$ cat config.mk
export PLATFORM = sky130hd
export DESIGN_NAME = gpr_regs
export DESIGN_NICKNAME = d
export VERILOG_FILES = /design/src/verilog/gpr_pkg.sv /design/src/verilog/gpr_regs.sv
export VERILOG_INCLUDE_DIRS = /design/src /design/src/verilog
export SDC_FILE = /design/constraint.sdc
export NUM_CORES = 1
export LEC_CHECK = 0
export BUFFER_PORTS_ARGS = -buffer_cell sky130_fd_sc_hd__buf_2
export CAP_MARGIN = 15
export CORE_MARGIN = 1.5
export CORE_UTILIZATION = 55
export CTS_CLUSTER_DIAMETER = 100
export DETAILED_ROUTE_END_ITERATION = 10
export PLACE_DENSITY = 0.87
export SLEW_MARGIN = 20
export SYNTH_ARGS = -nofsm -noshare
export SYNTH_HDL_FRONTEND = slang
export SYNTH_SLANG_ARGS = --single-unit
export TNS_END_PERCENT = 1
$ cat constraint.sdc
create_clock -name i_core_clk -period 4.8 [get_ports i_core_clk]
set_input_delay 0.96 -clock i_core_clk [delete_from_list [all_inputs] [get_ports i_core_clk]]
set_output_delay 0.96 -clock i_core_clk [all_outputs]
set_load 0.02 [all_outputs]
$ cat src/verilog/gpr_consts.svh
// Constants of the pin function, pulse generator and scratch register group.
// Assumes inclusion by bare name from the register group module, the host model and the bench top.
`ifndef GPR_CONSTS_SVH
`define GPR_CONSTS_SVH

// Register addresses on the 7-bit serial register address.
`define GPR_ADDR_PIN_FN    7'h17
`define GPR_ADDR_DUTY      7'h18
`define GPR_ADDR_RATE      7'h1c
`define GPR_ADDR_HW3       7'h1d
`define GPR_ADDR_SCR_LO    7'h1e
`define GPR_ADDR_SCR_HI    7'h1f

// Power-on values.
`define GPR_POR_PIN_FN     3'h0
`define GPR_POR_DUTY       8'h00
`define GPR_POR_RATE       2'h0
`define GPR_POR_TSD        1'h0
`define GPR_POR_ILIM       2'h1
`define GPR_POR_SCR        8'h00

// Field positions.
`define GPR_PIN_FN_MSB     2
`define GPR_RATE_MSB       1
`define GPR_TSD_BIT        2
`define GPR_ILIM_MSB       1

// Pin function codes.
`define GPR_FN_TIMER_HS    3'h3
`define GPR_FN_OFF         3'h4
`define GPR_FN_WAKE        3'h5
`define GPR_FN_PWM_LS      3'h6
`define GPR_FN_PWM_HS      3'h7
`define GPR_FN_FAIL_MAX    3'h2

// Duty extremes and phase range of one period.
`define GPR_DUTY_OFF       8'h00
`define GPR_DUTY_ON        8'hff
`define GPR_PHASE_LAST     8'hfe
`define GPR_PWM_STEPS      255

// Clock and time figures.
`define GPR_CLK_HZ         20000000
`define GPR_CLK_NS         50
`define GPR_F0_HZ          100
`define GPR_F1_HZ          200
`define GPR_F2_HZ          325
`define GPR_F3_HZ          400
`define GPR_WAKE_FLT_NS    16000

`endif

$ cat src/verilog/gpr_pkg.sv
// Types of the pin function, pulse generator and scratch register group.
// Assumes nothing beyond the package itself.
package gpr_pkg;

  // Wake filter states, Gray coded around the loop.
  typedef enum logic [1:0] {
    GPR_FLT_LOW  = 2'h0,
    GPR_FLT_RISE = 2'h1,
    GPR_FLT_HIGH = 2'h3,
    GPR_FLT_FALL = 2'h2
  } gpr_flt_t;

  // Whole state of the register group.
  typedef struct packed {
    logic [2:0] pin_fn;
    logic [7:0] duty;
    logic [1:0] rate;
    logic       tsd;
    logic [1:0] ilim;
    logic [7:0] scr_lo;
    logic [7:0] scr_hi;
    logic       lock1_eff;
    logic [7:0] duty_act;
    logic [1:0] rate_act;
    logic [7:0] phase;
    logic [9:0] step_cnt;
    logic       sw;
    logic       pin_s1;
    logic       pin_s2;
    gpr_flt_t   flt;
    logic [8:0] flt_cnt;
    logic       wake;
    logic [7:0] rdata;
  } gpr_state_t;

endpackage : gpr_pkg

$ cat src/verilog/gpr_regs.sv
// Pin function, pulse width, thermal and current trim, and scratch registers.
// Assumes a serial front end on the same clock that decodes frames into
// single-cycle read and write strobes, and mode logic that gives reset
// pulses, lock levels and the present operating mode.
`timescale 1ns/10ps
`include "gpr_consts.svh"

module gpr_regs #(
  parameter int CLK_HZ = `GPR_CLK_HZ  // Core clock rate in Hz.
) (
  // Clock and power-on reset.
  input  wire logic       i_core_clk,
  input  wire logic       i_resetn,
  // Mode logic.
  input  wire logic       i_restart,
  input  wire logic       i_soft_reset,
  input  wire logic       i_normal_mode,
  input  wire logic       i_stop_mode,
  input  wire logic       i_failsafe_mode,
  input  wire logic       i_lock0,
  input  wire logic       i_lock1,
  input  wire logic       i_cs_rise,
  // Decoded register access.
  input  wire logic       i_wr,
  input  wire logic       i_rd,
  input  wire logic [6:0] i_addr,
  input  wire logic [7:0] i_wdata,
  output logic      [7:0] o_rdata,
  // Multi-purpose pin.
  input  wire logic       i_pin_level,
  output logic            o_fail_output_sel,
  output logic            o_timer_hs_sel,
  output logic            o_pin_off,
  output logic            o_wake_input_sel,
  output logic            o_wake_level,
  output logic            o_failsafe_wake_src,
  output logic            o_ls_switch_on,
  output logic            o_hs_switch_on,
  // Analog trims and scratch bytes.
  output logic            o_thermal_shutdown_level,
  output logic      [1:0] o_regulator_current_limit_trim,
  output logic      [7:0] o_scratch_low_byte,
  output logic      [7:0] o_scratch_high_byte
);

  ////////////////////////////////////////////////////////////////////////////
  // Timing counts.

  // Least filter time rounds up to whole cycles.
  localparam int CLK_NS    = 1000000000 / CLK_HZ;
  localparam int WAKE_CYC  = (`GPR_WAKE_FLT_NS + CLK_NS - 1) / CLK_NS;
  localparam logic [8:0] WAKE_LAST = 9'(WAKE_CYC - 1);
  // Cycles per phase step; a period is 255 steps.
  localparam int STEP0 = CLK_HZ / (`GPR_F0_HZ * `GPR_PWM_STEPS);
  localparam int STEP1 = CLK_HZ / (`GPR_F1_HZ * `GPR_PWM_STEPS);
  localparam int STEP2 = CLK_HZ / (`GPR_F2_HZ * `GPR_PWM_STEPS);
  localparam int STEP3 = CLK_HZ / (`GPR_F3_HZ * `GPR_PWM_STEPS);

  // Last step count for a rate code.
  function automatic logic [9:0] step_last(input logic [1:0] rate);
    logic [9:0] v;
    v = 10'(STEP0 - 1);
    case (rate)
      2'h1:    v = 10'(STEP1 - 1);
      2'h2:    v = 10'(STEP2 - 1);
      2'h3:    v = 10'(STEP3 - 1);
      default: v = 10'(STEP0 - 1);
    endcase
    return v;
  endfunction : step_last

  ////////////////////////////////////////////////////////////////////////////
  // State.

  gpr_pkg::gpr_state_t st_r;   // Registered state.
  gpr_pkg::gpr_state_t st_nxt; // Next state.

  logic wr_pin_fn;  // Write to the pin function register.
  logic wr_duty;    // Write to the duty register.
  logic wr_rate;    // Write to the rate register.
  logic wr_hw3;     // Write to the thermal and current trim register.
  logic wr_scr_lo;  // Accepted write to the low scratch byte.
  logic wr_scr_hi;  // Accepted write to the high scratch byte.
  logic scr_rd_ok;  // Scratch bytes may be read in this mode.
  logic step_end;   // Last cycle of a phase step.
  logic period_end; // Last cycle of a period.
  logic pwm_fn;     // Pin runs from the pulse generator.

  // Decode writes; scratch writes need normal mode.
  always_comb begin
    wr_pin_fn  = i_wr && (i_addr == `GPR_ADDR_PIN_FN);
    wr_duty    = i_wr && (i_addr == `GPR_ADDR_DUTY);
    wr_rate    = i_wr && (i_addr == `GPR_ADDR_RATE);
    wr_hw3     = i_wr && (i_addr == `GPR_ADDR_HW3);
    wr_scr_lo  = i_wr && i_normal_mode && (i_addr == `GPR_ADDR_SCR_LO);
    wr_scr_hi  = i_wr && i_normal_mode && (i_addr == `GPR_ADDR_SCR_HI);
    scr_rd_ok  = i_normal_mode || i_stop_mode;
    step_end   = (st_r.step_cnt == step_last(st_r.rate_act));
    period_end = step_end && (st_r.phase == `GPR_PHASE_LAST);
    pwm_fn     = (st_r.pin_fn == `GPR_FN_PWM_LS) || (st_r.pin_fn == `GPR_FN_PWM_HS);
  end

  ////////////////////////////////////////////////////////////////////////////
  // Next state.

  // All register, generator and filter updates are worked out here.
  always_comb begin
    st_nxt = st_r;

    // Configuration: restart first, then soft reset, then host writes.
    if (i_restart) begin
      // Restart keeps every setting as configured at that moment.
      st_nxt.pin_fn = st_r.pin_fn;
    end else if (i_soft_reset) begin
      // A locked pin code survives soft reset exactly like restart.
      if (!i_lock0) begin
        st_nxt.pin_fn = `GPR_POR_PIN_FN;
      end
      st_nxt.duty = `GPR_POR_DUTY;
      st_nxt.rate = `GPR_POR_RATE;
      // Trims survive soft reset once the level-1 lock holds.
      if (!st_r.lock1_eff) begin
        st_nxt.tsd  = `GPR_POR_TSD;
        st_nxt.ilim = `GPR_POR_ILIM;
      end
    end else begin
      // Only the low bits are stored, so upper bits drop silently.
      if (wr_pin_fn && !i_lock0) begin
        st_nxt.pin_fn = i_wdata[`GPR_PIN_FN_MSB:0];
      end
      if (wr_duty) begin
        st_nxt.duty = i_wdata;
      end
      if (wr_rate) begin
        st_nxt.rate = i_wdata[`GPR_RATE_MSB:0];
      end
      if (wr_hw3 && !st_r.lock1_eff) begin
        st_nxt.tsd  = i_wdata[`GPR_TSD_BIT];
        st_nxt.ilim = i_wdata[`GPR_ILIM_MSB:0];
      end
    end

    // Scratch bytes change by host writes alone, in every reset but power-on.
    if (wr_scr_lo) begin
      st_nxt.scr_lo = i_wdata;
    end
    if (wr_scr_hi) begin
      st_nxt.scr_hi = i_wdata;
    end

    // The lock takes hold at the frame end and then stays until power-up.
    if (i_cs_rise && i_lock1) begin
      st_nxt.lock1_eff = 1'b1;
    end

    // Pulse generator: steps, then the phase, then latching at period end.
    if (step_end) begin
      st_nxt.step_cnt = 10'h000;
      if (period_end) begin
        st_nxt.phase    = 8'h00;
        st_nxt.duty_act = st_r.duty;
        st_nxt.rate_act = st_r.rate;
      end else begin
        st_nxt.phase = st_r.phase + 8'h01;
      end
    end else begin
      st_nxt.step_cnt = st_r.step_cnt + 10'h001;
    end

    // Switch level from the latched duty against the phase count.
    if (st_r.duty_act == `GPR_DUTY_OFF) begin
      st_nxt.sw = 1'b0;
    end else if (st_r.duty_act == `GPR_DUTY_ON) begin
      st_nxt.sw = 1'b1;
    end else begin
      st_nxt.sw = (st_r.phase < st_r.duty_act);
    end

    // Two-stage synchroniser for the pin level.
    st_nxt.pin_s1 = i_pin_level;
    st_nxt.pin_s2 = st_r.pin_s1;

    // Static wake filter: a level must hold the whole filter time.
    if (st_r.pin_fn != `GPR_FN_WAKE) begin
      st_nxt.flt     = gpr_pkg::GPR_FLT_LOW;
      st_nxt.flt_cnt = 9'h000;
      st_nxt.wake    = 1'b0;
    end else begin
      case (st_r.flt)
        gpr_pkg::GPR_FLT_LOW: begin
          st_nxt.flt_cnt = 9'h000;
          if (st_r.pin_s2) begin
            st_nxt.flt = gpr_pkg::GPR_FLT_RISE;
          end
        end
        gpr_pkg::GPR_FLT_RISE: begin
          if (!st_r.pin_s2) begin
            st_nxt.flt = gpr_pkg::GPR_FLT_LOW; // A short pulse is dropped.
          end else if (st_r.flt_cnt == WAKE_LAST) begin
            st_nxt.flt     = gpr_pkg::GPR_FLT_HIGH;
            st_nxt.flt_cnt = 9'h000;
            st_nxt.wake    = 1'b1;
          end else begin
            st_nxt.flt_cnt = st_r.flt_cnt + 9'h001;
          end
        end
        gpr_pkg::GPR_FLT_HIGH: begin
          st_nxt.flt_cnt = 9'h000;
          if (!st_r.pin_s2) begin
            st_nxt.flt = gpr_pkg::GPR_FLT_FALL;
          end
        end
        gpr_pkg::GPR_FLT_FALL: begin
          if (st_r.pin_s2) begin
            st_nxt.flt = gpr_pkg::GPR_FLT_HIGH;
          end else if (st_r.flt_cnt == WAKE_LAST) begin
            st_nxt.flt     = gpr_pkg::GPR_FLT_LOW;
            st_nxt.flt_cnt = 9'h000;
            st_nxt.wake    = 1'b0;
          end else begin
            st_nxt.flt_cnt = st_r.flt_cnt + 9'h001;
          end
        end
        default: begin
          st_nxt.flt = gpr_pkg::GPR_FLT_LOW;
        end
      endcase
    end

    // Read data, reserved bits as zero, unmapped addresses as zero.
    if (i_rd) begin
      case (i_addr)
        `GPR_ADDR_PIN_FN: st_nxt.rdata = {5'h00, st_r.pin_fn};
        `GPR_ADDR_DUTY:   st_nxt.rdata = st_r.duty;
        `GPR_ADDR_RATE:   st_nxt.rdata = {6'h00, st_r.rate};
        `GPR_ADDR_HW3:    st_nxt.rdata = {5'h00, st_r.tsd, st_r.ilim};
        `GPR_ADDR_SCR_LO: st_nxt.rdata = scr_rd_ok ? st_r.scr_lo : 8'h00;
        `GPR_ADDR_SCR_HI: st_nxt.rdata = scr_rd_ok ? st_r.scr_hi : 8'h00;
        default:          st_nxt.rdata = 8'h00;
      endcase
    end
  end

  ////////////////////////////////////////////////////////////////////////////
  // Register.

  // Power-on reset loads every documented power-on value.
  always_ff @(posedge i_core_clk) begin
    if (!i_resetn) begin
      st_r           <= '0;
      st_r.pin_fn    <= `GPR_POR_PIN_FN;
      st_r.duty      <= `GPR_POR_DUTY;
      st_r.rate      <= `GPR_POR_RATE;
      st_r.tsd       <= `GPR_POR_TSD;
      st_r.ilim      <= `GPR_POR_ILIM;
      st_r.scr_lo    <= `GPR_POR_SCR;
      st_r.scr_hi    <= `GPR_POR_SCR;
      st_r.duty_act  <= `GPR_POR_DUTY;
      st_r.rate_act  <= `GPR_POR_RATE;
      st_r.flt       <= gpr_pkg::GPR_FLT_LOW;
    end else begin
      st_r <= st_nxt;
    end
  end

  ////////////////////////////////////////////////////////////////////////////
  // Outputs.

  // Pin role decode; the host should load the duty before picking PWM.
  always_comb begin
    o_rdata                        = st_r.rdata;
    o_fail_output_sel              = (st_r.pin_fn <= `GPR_FN_FAIL_MAX);
    o_timer_hs_sel                 = (st_r.pin_fn == `GPR_FN_TIMER_HS);
    o_pin_off                      = (st_r.pin_fn == `GPR_FN_OFF);
    o_wake_input_sel               = (st_r.pin_fn == `GPR_FN_WAKE);
    o_wake_level                   = st_r.wake;
    o_failsafe_wake_src            = o_wake_input_sel && i_failsafe_mode;
    o_ls_switch_on = pwm_fn && (st_r.pin_fn == `GPR_FN_PWM_LS) && st_r.sw;
    o_hs_switch_on = pwm_fn && (st_r.pin_fn == `GPR_FN_PWM_HS) && st_r.sw;
    o_thermal_shutdown_level       = st_r.tsd;
    o_regulator_current_limit_trim = st_r.ilim;
    o_scratch_low_byte             = st_r.scr_lo;
    o_scratch_high_byte            = st_r.scr_hi;
  end
endmodule : gpr_regs

---- Word-level counts from Yosys, hierarchy flattened ----
Cells that the tools add are included.
word-level totals
  word-level logic and storage cells ...... 122
  output and inout bits ................... 35
  register bits ........................... 84
cells by class
  equality and inequality tests ........... 32
  muxes and demuxes ....................... 26
  bitwise gates (word level) .............. 2
  $lt $le $gt $ge ......................... 2
  reduce and logical (&&, ||, !) cells .... 38
  add/sub/neg operators ................... 3
operator list
  operator                                                               number
  8-bit case mux with 6 select lines                                     1
  11-bit case mux with 4 select lines                                    1
  7-bit by 5-bit equality test with 1-bit output, second input constant  6
  8-bit two-way mux                                                      4
  10-bit case mux with 3 select lines                                    1
  10-bit two-way mux                                                     2
  8-bit equality test, second input constant                             2
  1-bit logical AND                                                      16
  16-bit two-way mux                                                     1
  2-bit != test, second input constant                                   8
  2-bit two-way mux                                                      7
  3-bit equality test, second input constant                             4
  3-bit two-way mux                                                      4
  10-bit by 1-bit adder with 10-bit output, second input constant        1
  10-bit equality test                                                   1
  2-bit nonzero test                                                     5
  9-bit by 1-bit adder with 9-bit output, second input constant          1
  9-bit equality test, second input constant                             1
  9-bit two-way mux                                                      1
  3-bit != test, second input constant                                   3
  8-bit by 1-bit adder with 8-bit output, second input constant          1
  2-bit equality test, second input constant                             4
  8-bit zero test                                                        1
  8-bit < comparator                                                     1
  14 further kinds                                                       26

---- Logic depth before layout (Yosys ltp) ----
Gate-level depths: netlist of the first run.
  depth after elaboration ................. 5
  gate-level depth with buffers ........... 7
  gate-level depth less buffers ........... 7

---- Worst setup path after synthesis of the first run ----
OpenSTA, ideal clock, no wires.
  path type ............................... input port to flip-flop
  from .................................... in i_addr[5]
  to ...................................... reg st_r, in the netlist o_scratch_low_byte[0]
  setup time .............................. 0.128 ns
  arrival ................................. 2.356 ns
  path buffers ............................ 1
  cell stages on the path ................. 6
  path slack .............................. 2.316 ns
  required time ........................... 4.672 ns
  cell sequence ........................... or3b_2 nor3_1 and4b_1 buf_4 mux2i_1 nor2_1
on the way
  word-level cells in the longest chain between the ends .. 2
RTL lines
  element                                         line             RTL
  start, declared                                 gpr_regs.sv:26   input wire logic [6:0] i_addr,
  7-bit by 5-bit equality test with 1-bit output  --
  1-bit logical AND                               gpr_regs.sv:95   wr_scr_lo = i_wr && i_normal_mode && (i_addr == `GPR_ADDR_SCR_LO);
  end signal, assigned                            gpr_regs.sv:262  st_r <= st_nxt;
  end, declared                                   gpr_regs.sv:75   gpr_pkg::gpr_state_t st_r;
Every way passes these cells.
A chain may end at the register's enable or synchronous reset.

---- Worst setup path in the final report of the first run ----
  from .................................... in i_addr[5]
  to ...................................... reg st_r, in the netlist o_scratch_low_byte[6]
Same word-level chain as after synthesis.

==> results.py, run 1 <==
metrics = {
    "run_status": {
        "run_status": "complete, no violations",
    },
    "logic_synthesis": {
        "synth_cell_types": 61,
        "netlist_area_um2": 4368,
        "synth-async-reset-ratio": 0,
        "synth_area_per_cell_um2": 8.531,
        "ys_seq_area_frac": 0.3850,
        "synth_edf_count": 0,
        "synth-xor-area-share": 0.03208,
        "synth_top_area_share": 0.3850,
        "synth_area_leaders": "dfxtp_1 38%, mux2i_1 6.4%, nor2_1 4.9%",
        "ys_ff_latch": 84,
        "synth-adder-area-share": 0.04297,
        "synthMuxAreaShare": 0.06674,
        "synth_top_family_by_area": "simple AND/OR/NAND/NOR gates",
        "synth_top_area_cell": "dfxtp_1",
        "syn_nets": 555,
        "ys.flop_type": "dfxtp_1",
        "synthSimpleGateAreaFrac": 0.2292,
        "synth_compound_area_frac": 0.1699,
        "syn_inst": 512,
        "synth_warnings": 0,
    },
    "placement": {
        "io_buffers": 62,
        "post-dp-hpwl_um": 6891,
        "place_ws_ns": 1.790,
        "gp_congestion": 0.8873,
        "dp.cells": 631,
    },
    "worst_setup_path": {
        "start_kind": "primary input",
        "critPathSlowestCell": "and4b_1",
        "worst-path-max-fanout": 8,
        "cp_top_family": "simple AND/OR/NAND/NOR gates",
        "path_cells": "buf_2, or3b_2, nor3_1, and4b_1, mux2i_1, nor2_1",
        "required_ns": 5.02,
        "cp-end-kind": "flop",
        "crit_type": "primary input to flop",
        "timing.critical_path.buf_inv": 1,
        "slowest_delay_ns": 0.56,
        "cp.arrival_ns": 2.88,
    },
    "routing": {
        "drcViolationCount": 0,
        "vias_per_cell": 5.912,
        "drt_first_pass_iters": 5,
        "ant_nets": 0,
        "avgRoutedWirePerCell_um": 14.80,
        "drt-total-wl_um": 9560,
        "drt_iter0_drc": 232,
        "dr_total_vias": 3819,
    },
    "timing": {
        "finalSetupViolCount": 0,
        "fin_worst_skew_ns": 0.01205,
        "fin_ws_ns": 2.139,
        "tightest_slew_ns": 0.9638,
        "hold_violations": 0,
        "timing.slew.headroom": 0.3574,
        "period_share": 0.5544,
        "finalSetupTns_ns": 0,
        "min_period_ns": 2.661,
        "rsz0062_at_grt": "false",
        "whs_ns": 0.4397,
        "drv_slew": 0,
        "fmax_ghz": 0.3758,
    },
    "power": {
        "sw_frac_of_total": 0.2383,
        "p_int_mw": 0.9531,
        "power.clock.fraction": 0.382,
        "switchingPower_mw": 0.2981,
        "vdd_drop_max_v": 0.0001699,
        "power_density_nw_per_um2": 265.0,
        "power_leakage_nw": 1.872,
        "power_mw": 1.251,
        "p_comb_frac": 0.051,
        "pwr-share-seq": 0.567,
    },
    "cts": {
        "holdBufCountCts": 0,
        "root_buffer": "clkbuf_8",
        "cts_buffer_depth": 2,
        "cts_resized": 0,
        "cts_buffers": 9,
        "clkTransAtPathRegs_ns": 0.08,
        "clock_sinks": 84,
        "htreeDepth": 3,
        "cts_setup_buffers": 0,
        "tritoncts": "done",
        "insertion_delay_ns": 0.36,
    },
    "die": {
        "rows": 32,
        "die_w_um": 92.12,
        "start_util": 0.5682,
        "core_area_um2": 7687,
        "die_h_um": 92.12,
        "ios": 63,
        "dieArea_um2": 8485,
    },
    "final_layout": {
        "final_cells": 646,
        "layout_commonest_cell": "dfxtp_1",
        "area_growth_pct": 8.078,
        "multi_input_area_um2": 2362,
        "n_antenna_cell": 0,
        "nNetsFinal": 583,
        "fill_cells": 668,
        "mostFrequentLayoutCells": "84 x dfxtp_1, 62 x buf_2, 57 x nor2_1",
        "drive_gt1_frac": 0.1599,
        "seq_area_um2": 1682,
    },
    "global_routing": {
        "grt_first_pass_wirelength_um": 15860,
        "antenna_found_initial": 0,
        "grt_pass1_vias": 3539,
        "grt.total_usage": 0.2321,
        "grt_max_degree": 45,
        "grt_overflow_total": 0,
    },
    "job": {
        "max_cap_violations": 0,
    },
    "min_path": {
        "hp-class": "flop to flop",
    },
}
-- sequential cells by signal, summed over array words and instances, names as in the netlist --
register,flops
o_rdata,8
o_regulator_current_limit_trim,2
o_scratch_high_byte,8
o_scratch_low_byte,8
o_thermal_shutdown_level,1
o_wake_level,1
st_nxt,1
st_r,55
-- power groups by stage --
stage / clock network (mW) / logic [mW] / registers [mW]
4_1_cts: 0.479 / 0.0631 / 0.709
3_5_place_dp: 0 / 0.0627 / 0.725
5_1_grt: 0.516 / 0.0702 / 0.710
6_report: 0.478 / 0.0639 / 0.709
2_1_floorplan: 0 / 0.0400 / 0.723
3_3_place_gp: 0 / 0.0607 / 0.725
-- synthesized netlist by cell type (all sizes together), types with 8 or more instances --
master and instances:
ha 15, buf 29, clkbuf 16, nor2 58
and3 10, o21ai 24, dfxtp 84, nand2 37
mux2i 28, a2bb2oi 8, xnor2 9, a21oi 35
nand3 29, o31ai 12, inv 14
-- cell families after synthesis --
logic type	count (synthesis)
flops	84
compound gates	114
mux	29
simple gates	195
buf+inv	59
fa+ha+maj	15
xor+xnor	16
-- routing by layer --
layer  wire [µm]  vias up  GRT usage
met5           0        -          0
met4         265        0    0.09744
met3         463       25    0.05473
met2        4678      114     0.3975
met1        4151     1809     0.2772
li1            -     1871          -
-- through the flow --
step / instance area (µm²) / util
3_3_place_gp: 4534 / 0.5898
2_1_floorplan: 4368 / -
4_1_cts: 4721 / 0.6141
6_report: 4721 / 0.6141
5_1_grt: 4721 / 0.6141
3_5_place_dp: 4534 / 0.5898
-- layout make-up --
| type | count | area share |
|---|---|---|
| sequential | 84 | 0.3562 |
| inverter | 14 | 0.01113 |
| clock inverter | 3 | 0.004506 |
| multi-input combinational | 369 | 0.5004 |
| tap | 102 | 0.02703 |
| timing repair buffer | 62 | 0.06573 |
| clock buffer | 12 | 0.03499 |
-- path summary, 6_finish.rpt --
kind	start	end	slack, ns	cells past startpoint
worst min register to register	st_nxt[20]	st_r[20]	0.44	1
worst min-delay path	st_nxt[20]	st_r[20]	0.44	1
worst max-delay path	i_addr[5]	o_scratch_low_byte[6]	2.14	6
worst max register to register	st_r[33]	st_r[41]	2.34	6
No activity file was read; power rests on OpenSTA's default activity.
==> run 2: changes to the inputs <==
--- a/config.mk
+++ b/config.mk
@@ -6,13 +6,14 @@
 export SDC_FILE = /design/constraint.sdc
 export NUM_CORES = 1
 export LEC_CHECK = 0
+export ABC_AREA = 1
 export BUFFER_PORTS_ARGS = -buffer_cell sky130_fd_sc_hd__buf_2
 export CAP_MARGIN = 15
 export CORE_MARGIN = 1.5
 export CORE_UTILIZATION = 55
 export CTS_CLUSTER_DIAMETER = 100
 export DETAILED_ROUTE_END_ITERATION = 10
-export PLACE_DENSITY = 0.87
+export PLACE_DENSITY = 0.86
 export SLEW_MARGIN = 20
 export SYNTH_ARGS = -nofsm -noshare
 export SYNTH_HDL_FRONTEND = slang
==> constraint.sdc (replaced) <==
create_clock -name i_core_clk -period 2.55 [get_ports i_core_clk]
set_input_delay 0.51 -clock i_core_clk [delete_from_list [all_inputs] [get_ports i_core_clk]]
set_output_delay 0.51 -clock i_core_clk [all_outputs]
set_load 0.02 [all_outputs]
==> run 2 against run 1 <==
  * Sequential power rose by 90%
  * Register-to-register slack got worse by 1.7 ns
  * Highest routed layer unchanged
  * Clock skew is 0.00092 ns lower
  * Sequential share of layout area decreased by 3.4 points
  * Worst hold slack worse by 0.11 ns
  * Area after synthesis up 11%
  * Wire length is 13% higher
==> results.py, run 2 <==
metrics = {
    "logic_synthesis": {
        "synth-async-reset-ratio": 0,
        "synthMostInstantiatedCell": "nand2_1",
        "synth_area_leaders": "dfxtp_1 35%, nand2_1 12%, inv_1 7.5%",
        "synth_top_area_share": 0.3475,
        "syn_nets": 763,
        "netlist_area_um2": 4840,
        "synth_top_area_cell": "dfxtp_1",
        "syn_inst": 720,
        "ys_seq_area_frac": 0.3475,
        "synth_cell_types": 39,
        "ys_ff_latch": 84,
        "synth_edf_count": 0,
        "yosys-top-cells-count": "155 x nand2_1, 97 x inv_1, 97 x nor2_1",
        "ys.flop_type": "dfxtp_1",
        "synth_warnings": 0,
        "synth_area_per_cell_um2": 6.722,
    },
    "global_routing": {
        "grt_first_pass_wirelength_um": 18840,
        "grt_pass1_vias": 4364,
        "grt_max_degree": 25,
        "grt_overflow_total": 0,
        "grt.total_usage": 0.2366,
        "antenna_found_initial": 0,
    },
    "final_layout": {
        "drive_gt1_frac": 0.1559,
        "nNetsFinal": 795,
        "regMostFlops": "st_r",
        "largest_reg_flops": 55,
        "n_antenna_cell": 0,
        "area_growth_pct": 7.911,
        "mostFrequentLayoutCells": "155 x nand2_1, 97 x inv_1, 97 x nor2_1",
        "layout_commonest_cell": "nand2_1",
    },
    "run_status": {
        "run_status": "complete, no violations",
    },
    "routing": {
        "avgRoutedWirePerCell_um": 12.49,
        "dr_total_vias": 4547,
        "drt_iter0_drc": 229,
        "vias_per_cell": 5.257,
        "drcViolationCount": 0,
        "ant_nets": 0,
        "drt-total-wl_um": 10800,
        "drt_first_pass_iters": 6,
    },
    "timing": {
        "fmax_ghz": 0.4717,
        "period_share": 0.8315,
        "min_period_ns": 2.120,
        "drv_slew": 0,
        "fin_worst_skew_ns": 0.01113,
        "fin_ws_ns": 0.4298,
        "rsz0062_at_grt": "false",
        "hold_violations": 0,
        "finalSetupViolCount": 0,
        "tightest_slew_ns": 0.5286,
        "timing.slew.headroom": 0.6466,
        "finalSetupTns_ns": 0,
    },
    "worst_setup_path": {
        "crit_type": "flop to output pin",
        "path_cells": "inv_1, nor3_1, and2_1, buf_2",
        "critPathSlowestCell": "dfxtp_1",
        "start_kind": "flop",
        "worst-path-max-fanout": 5,
        "required_ns": 2.04,
        "cp.arrival_ns": 1.61,
        "slowest_delay_ns": 0.43,
        "cp-end-kind": "output pin",
    },
    "cts": {
        "clkTransAtPathRegs_ns": 0.09,
        "root_buffer": "clkbuf_8",
        "cts_setup_buffers": 0,
        "cts_buffer_depth": 2,
        "holdBufCountCts": 0,
        "clock_sinks": 84,
        "tritoncts": "done",
        "cts_buffers": 9,
        "cts_resized": 0,
        "htreeDepth": 3,
        "insertion_delay_ns": 0.36,
    },
    "die": {
        "die_w_um": 96.81,
        "rows": 34,
        "start_util": 0.5604,
        "core_area_um2": 8636,
        "dieArea_um2": 9371,
        "ios": 63,
        "die_h_um": 96.81,
    },
    "power": {
        "power_leakage_nw": 2.352,
        "power_density_nw_per_um2": 483.1,
        "vdd_drop_max_v": 0.0002608,
    },
    "placement": {
        "post-dp-hpwl_um": 8320,
        "gp_congestion": 0.8787,
        "io_buffers": 62,
        "place_ws_ns": 0.5299,
    },
    "job": {
        "max_cap_violations": 0,
    },
    "min_path": {
        "hp-class": "primary input to flop",
    },
}
==> run 2: cell count changes in the layout (fill, tap and decap cells not counted), moves of 8 or more <==
| cell | before | now |
|---|---|---|
| a21oi_1 | 35 | 45 |
| nor2_1 | 57 | 97 |
| nand3_1 | 29 | 53 |
| o21ai_1 | 1 | 13 |
| a2bb2oi_1 | 8 | 0 |
| nand2_1 | 37 | 155 |
| o31ai_1 | 11 | 0 |
| nand4_1 | 4 | 19 |
| inv_1 | 13 | 97 |
| nand2_2 | 0 | 8 |
| mux2i_1 | 28 | 1 |
| nor2_2 | 1 | 10 |
| and3_1 | 10 | 0 |
==> run 2: worst paths after layout <==
| kind | slack, ns | startpoint | cells after the start | end |
|---|---|---|---|---|
| max reg2reg | 0.61 | st_r[42] | 9 | st_r[39] |
| min | 0.33 | i_pin_level | 3 | st_nxt[20] |
| max | 0.43 | st_r[81] | 4 | o_failsafe_wake_src |
| min reg2reg | 0.42 | st_nxt[20] | 2 | st_r[20] |
==> run 2: cells by family (layout without fill, tap and decap cells) <==
group	after synthesis	count (layout)	synth area share
and+or+nand+nor	369	369	0.3475
buffers and inverters	145	182	0.1375
AOI/OAI and AO/OA	92	92	0.1013
DFF	84	84	0.3475
adders and majority gates	15	15	0.03878
xor gates and xnor gates	14	14	0.02534
muxes	1	1	0.002068
==> run 2: power breakdown <==
part	switching (mW)	internal [mW]	total, mW
clock	0.527	0.468	0.995
sequential	0.0206	1.33	1.35
combinational	0.119	0.0552	0.175
==> run 2: cell type report <==
type	instances	area [µm²]
fill	802	3413
multi-input combinational	491	2492
sequential	84	1682
inverter	102	382.9
timing repair buffer	64	325.3
tap	108	135.1
clock buffer	9	123.9
clock inverter	7	81.33
==> run 2: routing by layer <==
metal / routed length (µm) / up-vias / GRT usage
met3: 551 / 22 / 0.03613
li1: - / 2326 / -
met4: 201 / 0 / 0.08696
met1: 4725 / 2060 / 0.2883
met5: 0 / - / 0
met2: 5323 / 139 / 0.4201
==> run 2: stage by stage <==
step | instance area, µm² | util | std cells | hold WS (ns) | power [mW]
floorplan | 4840 | - | 720 | 0.3905 | 1.499
global placement | 5017 | 0.5810 | 849 | 0.3953 | 1.550
detailed placement | 5017 | 0.5810 | 849 | 0.4015 | 1.557
CTS | 5223 | 0.6048 | 865 | 0.3252 | 2.537
global route | 5223 | 0.6048 | 865 | 0.3486 | 2.623
finish | 5223 | 0.6048 | 865 | 0.3268 | 2.523
==> run 2: worst max-delay path, delay by kind of cell, from the launching register on <==
kind | cells | cell delay (ns)
buf+inv | 2 | 0.27
flops | 1 | 0.43
simple gates | 2 | 0.55
==> run 3: changes to the inputs <==
==> constraint.sdc (replaced) <==
create_clock -name i_core_clk -period 2.2 [get_ports i_core_clk]
set_input_delay 0.44 -clock i_core_clk [delete_from_list [all_inputs] [get_ports i_core_clk]]
set_output_delay 0.44 -clock i_core_clk [all_outputs]
set_load 0.02 [all_outputs]
==> run 3 against run 2 <==
  * Count of clock-buffer cells in the layout is the same
  * Global-route usage shrank 0.27 points
  * Utilization grew 0.073 points
  * Non-clock buffer count grew 1
  * Worst hold slack lost 0.075 ns
  * Wire length is essentially flat
  * Cell area grew 0.12%
  * Sequential share of layout area is essentially flat
  * Sequential power grew 16%
  * Power grew 16%
  * Die area is the same
  * First-iteration DRC count shrank 6.1%
  * Critical path type unchanged
  * Critical endpoint unchanged
  * Largest cell class unchanged
  * Largest power group unchanged
  * Highest routed layer unchanged
==> results.py, run 3 (same netlist as run 2, synthesis figures left out) <==
metrics = {
    "routing": {
        "avgRoutedWirePerCell_um": 12.48,
        "drt-total-wl_um": 10810,
        "vias_per_cell": 5.296,
        "ant_nets": 0,
        "drt_first_pass_iters": 5,
        "drcViolationCount": 0,
        "dr_total_vias": 4586,
        "drt_iter0_drc": 215,
    },
    "worst_setup_path": {
        "cp-end-kind": "output pin",
        "start_kind": "flop",
        "crit_type": "flop to output pin",
        "critPathSlowestCell": "dfxtp_1",
        "cp.arrival_ns": 1.58,
        "worst-path-max-fanout": 5,
        "path_cells": "inv_1, nor3_1, and2_1, buf_2",
        "required_ns": 1.76,
        "reg2regPathDepth": 9,
        "slowest_delay_ns": 0.44,
    },
    "final_layout": {
        "layout_commonest_cell": "nand2_1",
        "area_growth_pct": 8.040,
        "nNetsFinal": 796,
        "final_area_um2": 5229,
        "fill_cells": 785,
        "largest_reg_flops": 55,
        "mostFrequentLayoutCells": "155 x nand2_1, 97 x inv_1, 97 x nor2_1",
        "final_cells": 866,
        "n_antenna_cell": 0,
        "drive_gt1_frac": 0.1570,
        "regMostFlops": "st_r",
    },
    "die": {
        "start_util": 0.5604,
        "die_h_um": 96.81,
        "rows": 34,
        "ios": 63,
        "dieArea_um2": 9371,
        "core_area_um2": 8636,
        "die_w_um": 96.81,
    },
    "placement": {
        "placement.cell_area_um2": 5025,
        "gp_congestion": 0.8732,
        "dp.cells": 850,
        "post-dp-hpwl_um": 8217,
        "io_buffers": 62,
        "place_ws_ns": 0.2574,
    },
    "global_routing": {
        "grt_pass1_vias": 4244,
        "antenna_found_initial": 0,
        "grt.total_usage": 0.2339,
        "grt_overflow_total": 0,
        "grt_first_pass_wirelength_um": 18430,
        "grt_max_degree": 25,
    },
    "min_path": {
        "whs_path_depth": 3,
        "hp-class": "primary input to flop",
    },
    "timing": {
        "drv_slew": 0,
        "finalSetupViolCount": 0,
        "finalSetupTns_ns": 0,
        "hold_violations": 0,
        "period_share": 0.9197,
        "min_period_ns": 2.023,
        "fin_worst_skew_ns": 0.01096,
        "fmax_ghz": 0.4942,
        "fin_ws_ns": 0.1766,
        "timing.slew.headroom": 0.6485,
        "tightest_slew_ns": 0.5267,
        "rsz0062_at_grt": "false",
    },
    "power": {
        "power_leakage_nw": 2.358,
        "power_mw": 2.934,
        "power_density_nw_per_um2": 561.1,
        "vdd_drop_max_v": 0.0003475,
    },
    "cts": {
        "holdBufCountCts": 0,
        "cts_buffer_depth": 2,
        "insertion_delay_ns": 0.37,
        "cts_resized": 0,
        "htreeDepth": 3,
        "clock_sinks": 84,
        "tritoncts": "done",
        "clkTransAtPathRegs_ns": 0.10,
        "cts_buffers": 9,
        "cts_setup_buffers": 0,
        "root_buffer": "clkbuf_8",
    },
    "run_status": {
        "run_status": "complete, no violations",
    },
    "job": {
        "max_cap_violations": 0,
    },
}
run 3: cell count changes in the layout (fill, tap and decap cells not counted), sizes merged:
cell | before | now
clkinv | 2 | 3
inv | 105 | 104
buf | 64 | 65
run 3: area by class of cell:
| type | count | area [µm²] | share of cell area |
|---|---|---|---|
| clock buffer | 9 | 123.9 | 0.02369 |
| sequential | 84 | 1682 | 0.3216 |
| inverter | 102 | 382.9 | 0.07322 |
| clock inverter | 7 | 80.08 | 0.01531 |
| tap | 108 | 135.1 | 0.02584 |
| timing repair buffer | 65 | 332.8 | 0.06365 |
| multi-input combinational | 491 | 2492 | 0.4767 |
run 3: worst paths after layout:
| path | from | endpoint | slack [ns] |
|---|---|---|---|
| min | i_pin_level | st_nxt[20] | 0.25 |
| max | st_r[81] | o_failsafe_wake_src | 0.18 |
| max reg2reg | st_r[42] | st_r[39] | 0.28 |
| min reg2reg | st_nxt[20] | st_r[20] | 0.43 |
run 3: layer usage:
metal	GRT usage	wire length, µm	vias to the layer above
li1	-	-	2323
met1	0.2988	4960	2103
met2	0.3905	5082	143
met3	0.05347	605	17
met4	0.07581	157	0
met5	0	0	-
run 3: critical path: cells and delay by family (launching register included):
kind / cells / cell delay [ns]
buf+inv: 2 / 0.27
flops: 1 / 0.44
simple gates: 2 / 0.49
run 3: per-stage QoR:
stage / utilization / hold slack [ns]
4_1_cts: 0.6055 / 0.2532
3_3_place_gp: 0.5819 / 0.3948
5_1_grt: 0.6055 / 0.2479
6_report: 0.6055 / 0.2520
3_5_place_dp: 0.5819 / 0.4076
2_1_floorplan: - / 0.3905
run 3: power by group:
part | total [mW] | switching [mW] | internal (mW)
Combinational | 0.206 | 0.141 | 0.0653
Clock | 1.16 | 0.618 | 0.540
Sequential | 1.57 | 0.0244 | 1.54
